### src/mrpv_regs.svh
`ifndef MRPV_REGS_SVH
`define MRPV_REGS_SVH

// Mode-register select codes on bank-group/bank bits 20:18
`define MRPV_SEL_MR5 3'h5
`define MRPV_SEL_MR6 3'h6
`define MRPV_SEL_DNU 3'h7
`define MRPV_SEL_HI 20
`define MRPV_SEL_LO 18

// Fifth mode register field positions
`define MRPV_MR5_PERSIST 9
`define MRPV_MR5_PARK_HI 8
`define MRPV_MR5_PARK_LO 6
`define MRPV_MR5_BUF_OFF 5
`define MRPV_MR5_PAR_ERR 4
`define MRPV_MR5_CRC_ERR 3
`define MRPV_MR5_LAT_HI 2
`define MRPV_MR5_LAT_LO 0

// Column delay / reference training register field positions
`define MRPV_MR6_CCD_HI 12
`define MRPV_MR6_CCD_LO 10
`define MRPV_MR6_TRAIN 7
`define MRPV_MR6_RANGE 6
`define MRPV_MR6_VAL_HI 5
`define MRPV_MR6_VAL_LO 0

// Reset values
`define MRPV_MR5_RESET 10'h000
`define MRPV_MR6_RESET 11'h000

// Parity latency codes and clock counts
`define MRPV_LAT_OFF 3'h0
`define MRPV_LAT_C4 3'h1
`define MRPV_LAT_C5 3'h2
`define MRPV_LAT_C6 3'h3
`define MRPV_LAT_C8 3'h4
`define MRPV_LAT_N4 4'h4
`define MRPV_LAT_N5 4'h5
`define MRPV_LAT_N6 4'h6
`define MRPV_LAT_N8 4'h8

// Same-group column spacing
`define MRPV_CCD_MIN 4'h4
`define MRPV_CCD_MAX_CODE 3'h4

// Parity pipeline depth (largest latency)
`define MRPV_PIPE_DEPTH 8

`endif
### src/mrpv_pkg.sv
package mrpv_pkg;

    typedef struct packed {
        logic act_n;
        logic ras_n;
        logic cas_n;
        logic we_n;
        logic [1:0] bg;
        logic [1:0] ba;
        logic a17;
        logic [13:0] addr;
    } mrpv_cmd_t;

    typedef struct packed {
        logic ck;
        logic cke;
        logic cs_n;
        logic termination_control_pin;
        logic par;
        mrpv_cmd_t cmd;
    } mrpv_pins_t;

    typedef struct packed {
        logic vld;
        logic chk;
        logic err;
        mrpv_cmd_t cmd;
    } mrpv_slot_t;

    typedef struct packed {
        logic persist;
        logic [2:0] park;
        logic buf_off;
        logic par_err;
        logic crc_err;
        logic [2:0] par_lat;
    } mrpv_mr5_t;

    typedef struct packed {
        logic [2:0] ccd;
        logic train_en;
        logic range_sel;
        logic [5:0] level;
    } mrpv_mr6_t;

endpackage : mrpv_pkg

### src/mrpv_ctrl.sv
`timescale 1ns/1ps
`include "mrpv_regs.svh"
module mrpv_ctrl import mrpv_pkg::*; (
    input wire logic clk_i,
    input wire logic rst_n_i,
    input wire logic ck_i,
    input wire logic cke_i,
    input wire logic cs_n_i,
    input wire logic act_n_i,
    input wire logic ras_n_i,
    input wire logic cas_n_i,
    input wire logic we_n_i,
    input wire logic [1:0] bg_i,
    input wire logic [1:0] ba_i,
    input wire logic a17_i,
    input wire logic [13:0] addr_i,
    input wire logic par_i,
    input wire logic odt_i,
    input wire logic crc_err_i,
    output logic cmd_valid_o,
    output mrpv_cmd_t cmd_o,
    output mrpv_mr5_t mr5_o,
    output mrpv_mr6_t mr6_o,
    output logic nominal_termination_en_o,
    output logic parked_termination_en_o,
    output logic vref_mon_en_o,
    output logic [3:0] ccd_clocks_o
);

    function automatic logic [3:0] lat_clocks(input logic [2:0] code);
        unique case (code)
            `MRPV_LAT_C4: lat_clocks = `MRPV_LAT_N4;
            `MRPV_LAT_C5: lat_clocks = `MRPV_LAT_N5;
            `MRPV_LAT_C6: lat_clocks = `MRPV_LAT_N6;
            `MRPV_LAT_C8: lat_clocks = `MRPV_LAT_N8;
            default: lat_clocks = 4'h0;
        endcase
    endfunction : lat_clocks

    function automatic logic [3:0] ccd_clocks(input logic [2:0] code);
        // Reserved codes fall back to the shortest spacing
        if (code <= `MRPV_CCD_MAX_CODE) begin
            ccd_clocks = `MRPV_CCD_MIN + {1'b0, code};
        end else begin
            ccd_clocks = `MRPV_CCD_MIN;
        end
    endfunction : ccd_clocks

    mrpv_pins_t pins_raw;
    mrpv_pins_t sync1_q;
    mrpv_pins_t sync2_q;
    logic ck_prev_q;
    logic ck_rise;
    mrpv_slot_t pipe_q [`MRPV_PIPE_DEPTH];
    mrpv_mr5_t mr5_q;
    mrpv_mr6_t mr6_q;
    logic pd_q;
    logic new_sel;
    logic new_err;
    logic new_chk;
    logic [3:0] lat_n;
    mrpv_slot_t exe;
    logic exe_ok;
    logic exe_mrs;
    logic [21:0] mr_bits;
    logic [2:0] mr_sel;
    logic mr5_wr;
    logic mr6_wr;
    logic par_set;

    assign pins_raw = '{ck: ck_i, cke: cke_i, cs_n: cs_n_i, termination_control_pin: odt_i, par: par_i,
                        cmd: '{act_n: act_n_i, ras_n: ras_n_i, cas_n: cas_n_i, we_n: we_n_i,
                               bg: bg_i, ba: ba_i, a17: a17_i, addr: addr_i}};

    // Pins come from the link clock domain and pass two synchroniser stages
    always_ff @(posedge clk_i or negedge rst_n_i) begin
        if (!rst_n_i) begin
            sync1_q <= '0;
            sync2_q <= '0;
            ck_prev_q <= 1'b0;
        end else begin
            sync1_q <= pins_raw;
            sync2_q <= sync1_q;
            ck_prev_q <= sync2_q.ck;
        end
    end

    assign ck_rise = sync2_q.ck & ~ck_prev_q;
    assign lat_n = lat_clocks(mr5_q.par_lat);

    always_comb begin
        new_sel = ck_rise & ~sync2_q.cs_n & sync2_q.cke;
        // Excludes clock enable, termination and select pins
        new_err = ^{sync2_q.cmd, sync2_q.par};
        // Non-persistent mode skips the check while the flag is up
        new_chk = ~mr5_q.par_err | mr5_q.persist;
        if (lat_n == 4'h0) begin
            // No latency programmed: execute at once, unchecked
            exe = '{vld: new_sel, chk: 1'b0, err: new_err, cmd: sync2_q.cmd};
        end else begin
            exe = pipe_q[3'(lat_n - 4'h1)];
            exe.vld = exe.vld & ck_rise;
        end
        exe_ok = exe.vld & ~(exe.chk & exe.err);
        par_set = exe.vld & exe.chk & exe.err;
    end

    // Each command waits the programmed latency before it may execute
    always_ff @(posedge clk_i or negedge rst_n_i) begin
        if (!rst_n_i) begin
            for (int i = 0; i < `MRPV_PIPE_DEPTH; i++) begin
                pipe_q[i] <= '0;
            end
        end else if (ck_rise) begin
            if (mr5_wr) begin
                // Drops commands behind a fifth-register write; a new latency would replay the one leaving
                for (int i = 0; i < `MRPV_PIPE_DEPTH; i++) begin
                    pipe_q[i] <= '0;
                end
            end else begin
                pipe_q[0] <= '{vld: new_sel & (lat_n != 4'h0), chk: new_chk, err: new_err,
                               cmd: sync2_q.cmd};
                for (int i = 1; i < `MRPV_PIPE_DEPTH; i++) begin
                    pipe_q[i] <= pipe_q[i-1];
                end
            end
        end
    end

    always_comb begin
        mr_bits = {exe.cmd.bg, exe.cmd.ba, exe.cmd.a17, exe.cmd.ras_n, exe.cmd.cas_n, exe.cmd.we_n,
                   exe.cmd.addr};
        mr_sel = mr_bits[`MRPV_SEL_HI:`MRPV_SEL_LO];
        exe_mrs = exe_ok & exe.cmd.act_n & ~exe.cmd.ras_n
                  & ~exe.cmd.cas_n & ~exe.cmd.we_n;
        mr5_wr = exe_mrs & (mr_sel == `MRPV_SEL_MR5);
        mr6_wr = exe_mrs & (mr_sel == `MRPV_SEL_MR6);
    end

    // Failing commands never reach the core
    always_ff @(posedge clk_i or negedge rst_n_i) begin
        if (!rst_n_i) begin
            cmd_valid_o <= 1'b0;
            cmd_o <= '0;
        end else begin
            cmd_valid_o <= exe_ok;
            if (exe_ok) begin
                cmd_o <= exe.cmd;
            end
        end
    end

    // Reserved bits 21, 17, 13, 12, 11, 10 are not stored
    // One process owns the whole register, flags included
    always_ff @(posedge clk_i or negedge rst_n_i) begin
        if (!rst_n_i) begin
            mr5_q <= `MRPV_MR5_RESET; // Parity checking off
        end else begin
            if (mr5_wr) begin
                mr5_q.persist <= mr_bits[`MRPV_MR5_PERSIST];
                mr5_q.park <= mr_bits[`MRPV_MR5_PARK_HI:`MRPV_MR5_PARK_LO];
                mr5_q.buf_off <= mr_bits[`MRPV_MR5_BUF_OFF];
                mr5_q.par_lat <= mr_bits[`MRPV_MR5_LAT_HI:`MRPV_MR5_LAT_LO];
            end
            // Sticky flags: a new error wins over a clearing write
            mr5_q.par_err <= par_set | (mr5_q.par_err & ~(mr5_wr & ~mr_bits[`MRPV_MR5_PAR_ERR]));
            mr5_q.crc_err <= crc_err_i | (mr5_q.crc_err & ~(mr5_wr & ~mr_bits[`MRPV_MR5_CRC_ERR]));
        end
    end

    always_ff @(posedge clk_i or negedge rst_n_i) begin
        if (!rst_n_i) begin
            mr6_q <= `MRPV_MR6_RESET;
        end else if (mr6_wr) begin
            mr6_q.ccd <= mr_bits[`MRPV_MR6_CCD_HI:`MRPV_MR6_CCD_LO];
            mr6_q.train_en <= mr_bits[`MRPV_MR6_TRAIN];
            mr6_q.range_sel <= mr_bits[`MRPV_MR6_RANGE];
            mr6_q.level <= mr_bits[`MRPV_MR6_VAL_HI:`MRPV_MR6_VAL_LO];
        end
    end

    // Power-down follows clock enable, sampled on link clock edges
    always_ff @(posedge clk_i or negedge rst_n_i) begin
        if (!rst_n_i) begin
            pd_q <= 1'b0;
        end else if (ck_rise) begin
            pd_q <= ~sync2_q.cke;
        end
    end

    // In power-down with the buffer off the pin may float, so it is ignored
    always_ff @(posedge clk_i or negedge rst_n_i) begin
        if (!rst_n_i) begin
            nominal_termination_en_o <= 1'b0;
            parked_termination_en_o <= 1'b0;
        end else begin
            nominal_termination_en_o <= sync2_q.termination_control_pin & ~(pd_q & mr5_q.buf_off);
            parked_termination_en_o <= (mr5_q.park != 3'h0) & ~(sync2_q.termination_control_pin & ~(pd_q & mr5_q.buf_off));
        end
    end

    always_ff @(posedge clk_i or negedge rst_n_i) begin
        if (!rst_n_i) begin
            mr5_o <= '0;
            mr6_o <= '0;
            vref_mon_en_o <= 1'b0;
            ccd_clocks_o <= `MRPV_CCD_MIN;
        end else begin
            mr5_o <= mr5_q;
            mr6_o <= mr6_q;
            vref_mon_en_o <= mr6_q.train_en;
            ccd_clocks_o <= ccd_clocks(mr6_q.ccd);
        end
    end
endmodule : mrpv_ctrl

### config.mk
export PLATFORM = sky130hd
export DESIGN_NAME = mrpv_ctrl
export DESIGN_NICKNAME = d
export VERILOG_FILES = /design/src/mrpv_pkg.sv /design/src/mrpv_ctrl.sv
export VERILOG_INCLUDE_DIRS = /design/src /design/src/src
export SDC_FILE = /design/constraint.sdc
export NUM_CORES = 1
export LEC_CHECK = 0
export BUFFER_PORTS_ARGS = -buffer_cell sky130_fd_sc_hd__buf_2
export CORE_ASPECT_RATIO = 0.8
export CORE_MARGIN = 1.5
export CORE_UTILIZATION = 46
export DETAILED_ROUTE_END_ITERATION = 6
export GPL_TIMING_DRIVEN = 0
export PLACE_DENSITY = 0.69
export SYNTH_ARGS = -nofsm -noshare
export SYNTH_HDL_FRONTEND = slang
export SYNTH_SLANG_ARGS = --single-unit
### constraint.sdc
create_clock -name clk_i -period 4.7 [get_ports clk_i]
set_input_delay 0.47 -clock clk_i [delete_from_list [all_inputs] [get_ports clk_i]]
set_output_delay 0.47 -clock clk_i [all_outputs]
set_load 0.05 [all_outputs]
* After elaboration in Yosys (flattened, before gate mapping)
Index checks and enable logic that the tools add are counted.
** Storage, ports and cells
- Output and inout port bits :: 52
- Memories kept :: 0
- Input bits :: 31
- Latch bits :: 0
- Bits in read-only memories :: 0
- Logic and storage cells :: 209
- RAM bits :: 0
- Register bits :: 338
** Operators by class
- Bitwise gates (word level) :: 40
- Multipliers :: 0
- Multiplexer cells :: 7
- Shift-type cells :: 0
- Reduce and logical (&&, ||, !) cells :: 4
- Add/sub/neg operators :: 2
- Div/mod/pow operators :: 0
- Equality and inequality tests :: 6
- Order comparisons :: 2
** Operators with widths (number)
- $mux 208 :: 1
- $bmux 26 s3 :: 1
- $mux 26 :: 3
- $reduce_xor 24->1 :: 1
- $and 1x1->1 :: 22
- $pmux 4 s4 :: 1
- $not 1->1 :: 14
- $eq 3x3->1 const B :: 3
- $eq 3x2->1 const B :: 2
- $add 3x3->4 const A :: 1
- $ge 4x4->1 const B :: 1
- $logic_not 4->1 :: 1
- $mux 4 :: 1
- $not 3->4 :: 1
- $reduce_bool 4->1 :: 1
- $eq 3x1->1 const B :: 1
- $le 3x3->1 const B :: 1
- $or 1x1->1 :: 3
- $reduce_bool 3->1 :: 1
- $sub 3x1->3 const B :: 1

* Depth between registers and ports, before layout
- Word-level depth :: 21
- Mapped depth :: 17
- Gate-level depth less buffers :: 10

* Worst setup path before layout
Ideal clock, no wire load.
- Path type :: reg-to-reg
- Start :: register mr5_q[0] (netlist name)
- End :: register mr5_q[6] (netlist name)
- Required time :: 4.575 ns
- Stages on the path, launching flop included :: 18
- Arrival :: 3.655 ns
- Slack :: 0.920 ns
- Cells stage by stage :: dfrtp_1 > buf_2 > nor3b_4 > buf_6 > buf_8 > inv_2 > ha_1 > clkbuf_1 > clkbuf_1 > mux4_2 > nand2_1 > nand4_1 > nor4_1 > and3_1 > buf_6 > buf_8 > buf_8 > mux2_4
** On the way
- Longest elaborated chain between the ends :: 16
** Ends and longest elaborated chain
- start, declared :: line mrpv_ctrl.sv:55 : mrpv_mr5_t mr5_q;
- start signal, assigned :: line mrpv_ctrl.sv:157 : mr5_q <= `MRPV_MR5_RESET;
- $eq 3x3->1, or another cell as far along :: line mrpv_ctrl.sv:31 : unique case (code)
- $pmux 4 s4 (*) :: line mrpv_ctrl.sv:31
- $sub 3x1->3 :: line mrpv_ctrl.sv:101 : exe = pipe_q[3'(lat_n - 4'h1)];
- $not 3->4 (implied by the code) :: line mrpv_ctrl.sv:101
- $bmux 26 s3 :: line mrpv_ctrl.sv:101
- $mux 26 (implied by the code) (2 in series) :: line mrpv_ctrl.sv:101
- $mux 26 (*) :: line mrpv_ctrl.sv:97 : if (lat_n == 4'h0) begin
- $and 1x1->1 :: line mrpv_ctrl.sv:104 : exe_ok = exe.vld & ~(exe.chk & exe.err);
- $not 1->1 :: line mrpv_ctrl.sv:104
- $and 1x1->1 :: line mrpv_ctrl.sv:104
- $and 1x1->1 (2 in series) :: line mrpv_ctrl.sv:134 : exe_mrs = exe_ok & exe.cmd.act_n & ~exe.cmd.ras_n
- $and 1x1->1 (2 in series) :: line mrpv_ctrl.sv:135 : & ~exe.cmd.cas_n & ~exe.cmd.we_n;
- $and 1x1->1 :: line mrpv_ctrl.sv:136 : mr5_wr = exe_mrs & (mr_sel == `MRPV_SEL_MR5);
Mark *: on every way between the ends. The rest lies on a longest branch, timed or not. The select of a mux whose other input is x is not followed.
A chain may end at the register's enable or synchronous reset.

* Worst setup path after layout
Ends and elaborated chain as after synthesis.

==> results.py <==
metrics = {
    "placement": {
        "place_ws_ps": -570,
        "io_buffers": 82,
        "dp_hpwl_mm": 26.4,
        "gp_congestion": 0.889,
        "dpl.cell_count": 1812,
    },
    "final_layout": {
        "layout-drive-gt1-share_pct": 17.9,
        "area_delta_synth_final_pct": 15.3,
        "nNetsFinal": 1468,
        "stdcell_count": 1873,
        "n_antenna_cell": 0,
    },
    "timing": {
        "worst_slew_pin_slew_ps": 1000,
        "drv_slew": 0,
        "hold_viol_final": 0,
        "fmaxAchievable_ghz": 0.220,
        "rsz0062_at_grt": "no",
        "fin_ws_ps": 151,
        "max-slew-margin-rel_pct": 33.2,
        "finClkSkew_ps": 26.9,
        "finalCritPeriodShare_pct": 96.8,
        "period_minus_slack_ps": 4550,
        "setup_viol": 0,
    },
    "synthesis": {
        "synth_cells": 1315,
        "syn_nets": 1347,
        "synthMostInstantiatedCell": "nand2_1",
        "synth_cell_types": 53,
        "netlist_top_cells_count": "nand2_1 (449), dfrtp_1 (337), o21ai_0 (211)",
        "syn_area_sq_mm": 0.0142,
        "synth_top_area_share_pct": 59.6,
        "async_reset_ff_share_pct": 100,
        "dominantRegCellSynth": "dfrtp_1",
        "synth_edf_count": 0,
        "seq_area_frac_synth_pct": 59.8,
        "synth_largest_area_cell": "dfrtp_1",
        "yosys_warnings": 0,
        "avgSynthCellArea_sq_um": 10.8,
        "synth_area_leaders": "dfrtp_1 (60%), nand2_1 (12%), o21ai_0 (7.5%)",
        "ys_ff_latch": 338,
    },
    "drt": {
        "route.detailed.drc": 0,
        "num_vias": 10300,
        "drt_iter0_drc": 1133,
        "drt_wl_total_mm": 37.9,
        "antenna_left": 0,
        "viasPerCell": 5.52,
        "first_pass_iters": 5,
        "wire_per_inst_microns": 20.3,
    },
    "clock_network": {
        "cts_tree": "yes",
        "cts_buffers": 35,
        "insertion_delay_ps": 540,
        "path_clk_slew_ps": 60,
        "cts_setup_buffers": 0,
        "clockRootBuffer": "clkbuf_16",
        "cts.sinks": 338,
        "cts_buffer_depth": 3,
        "cts_max_level": 2,
    },
    "global_route": {
        "antenna_found_initial": 0,
        "grt_pass1_wl_mm": 59.5,
        "grt_usage_pct": 24.7,
        "grt_max_degree": 125,
        "grt_pass1_vias": 9999,
        "grt_remaining_overflow": 0,
    },
    "die": {
        "fp.coreArea_sq_mm": 0.0303,
        "start_util_pct": 46.7,
        "die_w_microns": 199,
        "dieArea_sq_mm": 0.0318,
        "die_h_microns": 160,
        "ios": 83,
        "rows": 57,
    },
    "setup_path": {
        "worstSetupPathType": "flip-flop to flip-flop",
        "crit_arrival_ps": 4970,
        "required_ps": 5120,
        "crit_chain": "buf_2 > nor3b_4 > buf_6 > buf_8 > inv_2 > ha_4 > clkbuf_1 > xor2_1 > buf_2 > a22oi_1 > o21ai_0 > nor4_1 > and3_1 > buf_6 > buf_8 > buf_8 > mux2_4",
        "end_kind": "flip-flop",
        "critPathMostFrequentCell": "buf_8",
        "max_stage_delay_ps": 410,
        "worstPathMaxFanout": 10,
        "reg2reg_slack_ps": 150,
        "crit_slowest_cell": "nor4_1",
        "cp-start-kind": "flip-flop",
    },
    "pwr": {
        "vdd_drop_max_uv": 353,
        "leakage_nw": 7.18,
        "power_w": 0.00759,
        "power.density_mw_per_mm2": 465,
    },
    "hold_path": {
        "hold_class": "primary input to flip-flop",
    },
    "status": {
        "status": "completed",
    },
    "job": {
        "maxCapViolCount": 0,
    },
}
registers in the layout, indices dropped and copies added, names as in the netlist, 4 cells and up:
signal / count
sync1_q: 28
sync2_q: 28
mr6_q: 11
mr5_q: 10
mr5_o: 10
mr6_o: 10
pipe_q: 208
cmd_o: 23
ccd_clocks_o: 4
final timing paths:
| check | start | endpoint | depth (start not counted) |
|---|---|---|---|
| max reg2reg | mr5_q[0] | mr5_q[6] | 17 |
| min | addr_i[10] | sync1_q[10] | 1 |
| min in group asynchronous | rst_n_i | pipe_q[18] | 2 |
| max in group asynchronous | rst_n_i | mr6_q[6] | 3 |
| max | mr5_q[0] | mr5_q[6] | 17 |
| min reg2reg | sync1_q[25] | sync2_q[25] | 0 |
worst max-delay path: cells and delay by family (launching register included):
| kind | cells | cell delay (ps) |
|---|---|---|
| xor gates and xnor gates | 1 | 260 |
| adders and majority gates | 1 | 170 |
| AOI/OAI and AO/OA | 2 | 590 |
| and+or+nand+nor | 3 | 960 |
| DFF | 1 | 380 |
| muxes | 1 | 300 |
| buffers and inverters | 9 | 1730 |
logic make-up after synthesis:
| kind of cell | count (synthesis) | synth area share, % |
|---|---|---|
| multiplexers | 95 | 11.4 |
| flip-flops | 338 | 59.8 |
| buffers and inverters | 103 | 3.62 |
| XOR/XNOR | 25 | 1.55 |
| AND/OR/NAND/NOR | 502 | 14.0 |
| adder cells (fa/ha/maj) | 1 | 0.0884 |
| AO/OA/AOI/OAI | 251 | 9.57 |
layer usage:
| layer | part of all wire [%] | routed length (microns) | vias up | track usage (%) |
|---|---|---|---|---|
| met2 | 44 | 16800 | 480 | 35.9 |
| met4 | 2.0 | 749 | 0 | 6.10 |
| met5 | 0 | 0 | - | 0 |
| met1 | 45 | 16900 | 5125 | 38.5 |
| met3 | 9.1 | 3450 | 52 | 4.27 |
| li1 | - | - | 4679 | - |
cell usage in the layout (no fill, tap or decap), types with 2 or more instances in the layout:
cell          n
nand4b_1      2
buf_4        12
nand2b_1      2
nand3_1       9
clkbuf_8      4
o21a_1        2
a21oi_1       3
a31oi_1      15
xnor2_1      21
o22a_1        2
nand3b_1      3
clkbuf_2     11
nor2b_1       3
inv_1         6
mux2i_1       9
buf_2        91
clkinvlp_4    2
nor2_1       20
buf_8         4
clkbuf_16    35
nor3_1        2
xor2_1        3
a22oi_1       2
mux2_4        2
mux4_1        9
mux4_2       37
buf_6         3
nand2_1     449
buf_1         3
mux2_2       38
o21ai_0     211
bufinv_16     3
clkbuf_1     60
buf_16        2
dfrtp_1     337
clkinv_2      7
o31ai_1       5
nand4_1       5
area by class of cell:
| type | instances | area (sq um) |
|---|---|---|
| clock inverter | 15 | 195 |
| fill | 2616 | 14000 |
| tap | 413 | 517 |
| buffer | 95 | 484 |
| clock buffer | 46 | 957 |
| sequential | 338 | 8460 |
| timing repair buffer | 85 | 485 |
| multi-input combinational | 874 | 5200 |
| inverter | 7 | 26.3 |
through the flow:
step / utilization (%) / area, sq um / hold WS, ps / TNS (ps)
final: 53.9 / 16300 / 38.3 / 0
after global routing: 53.9 / 16300 / 24.8 / 0
after CTS: 53.8 / 16300 / 21.4 / 0
after detailed placement: 50.0 / 15100 / 335 / -90690
after global placement: 49.8 / 15100 / 334 / -1143340
after floorplan: - / 14200 / 174 / 0
power breakdown:
part,total (W),switching (W),internal [W]
sequential,0.00368,0.000345,0.00333
clock,0.00278,0.00117,0.00162
combinational,0.00113,0.000726,0.000404
total,0.00759,0.00224,0.00535
what timing repair did:
action	CTS	global route
resized for setup	2	2
hold endpoints to repair	5	0
endpoints found under the setup margin	247	161
hold buffers	1	0
No activity file was read; power rests on OpenSTA's default activity.
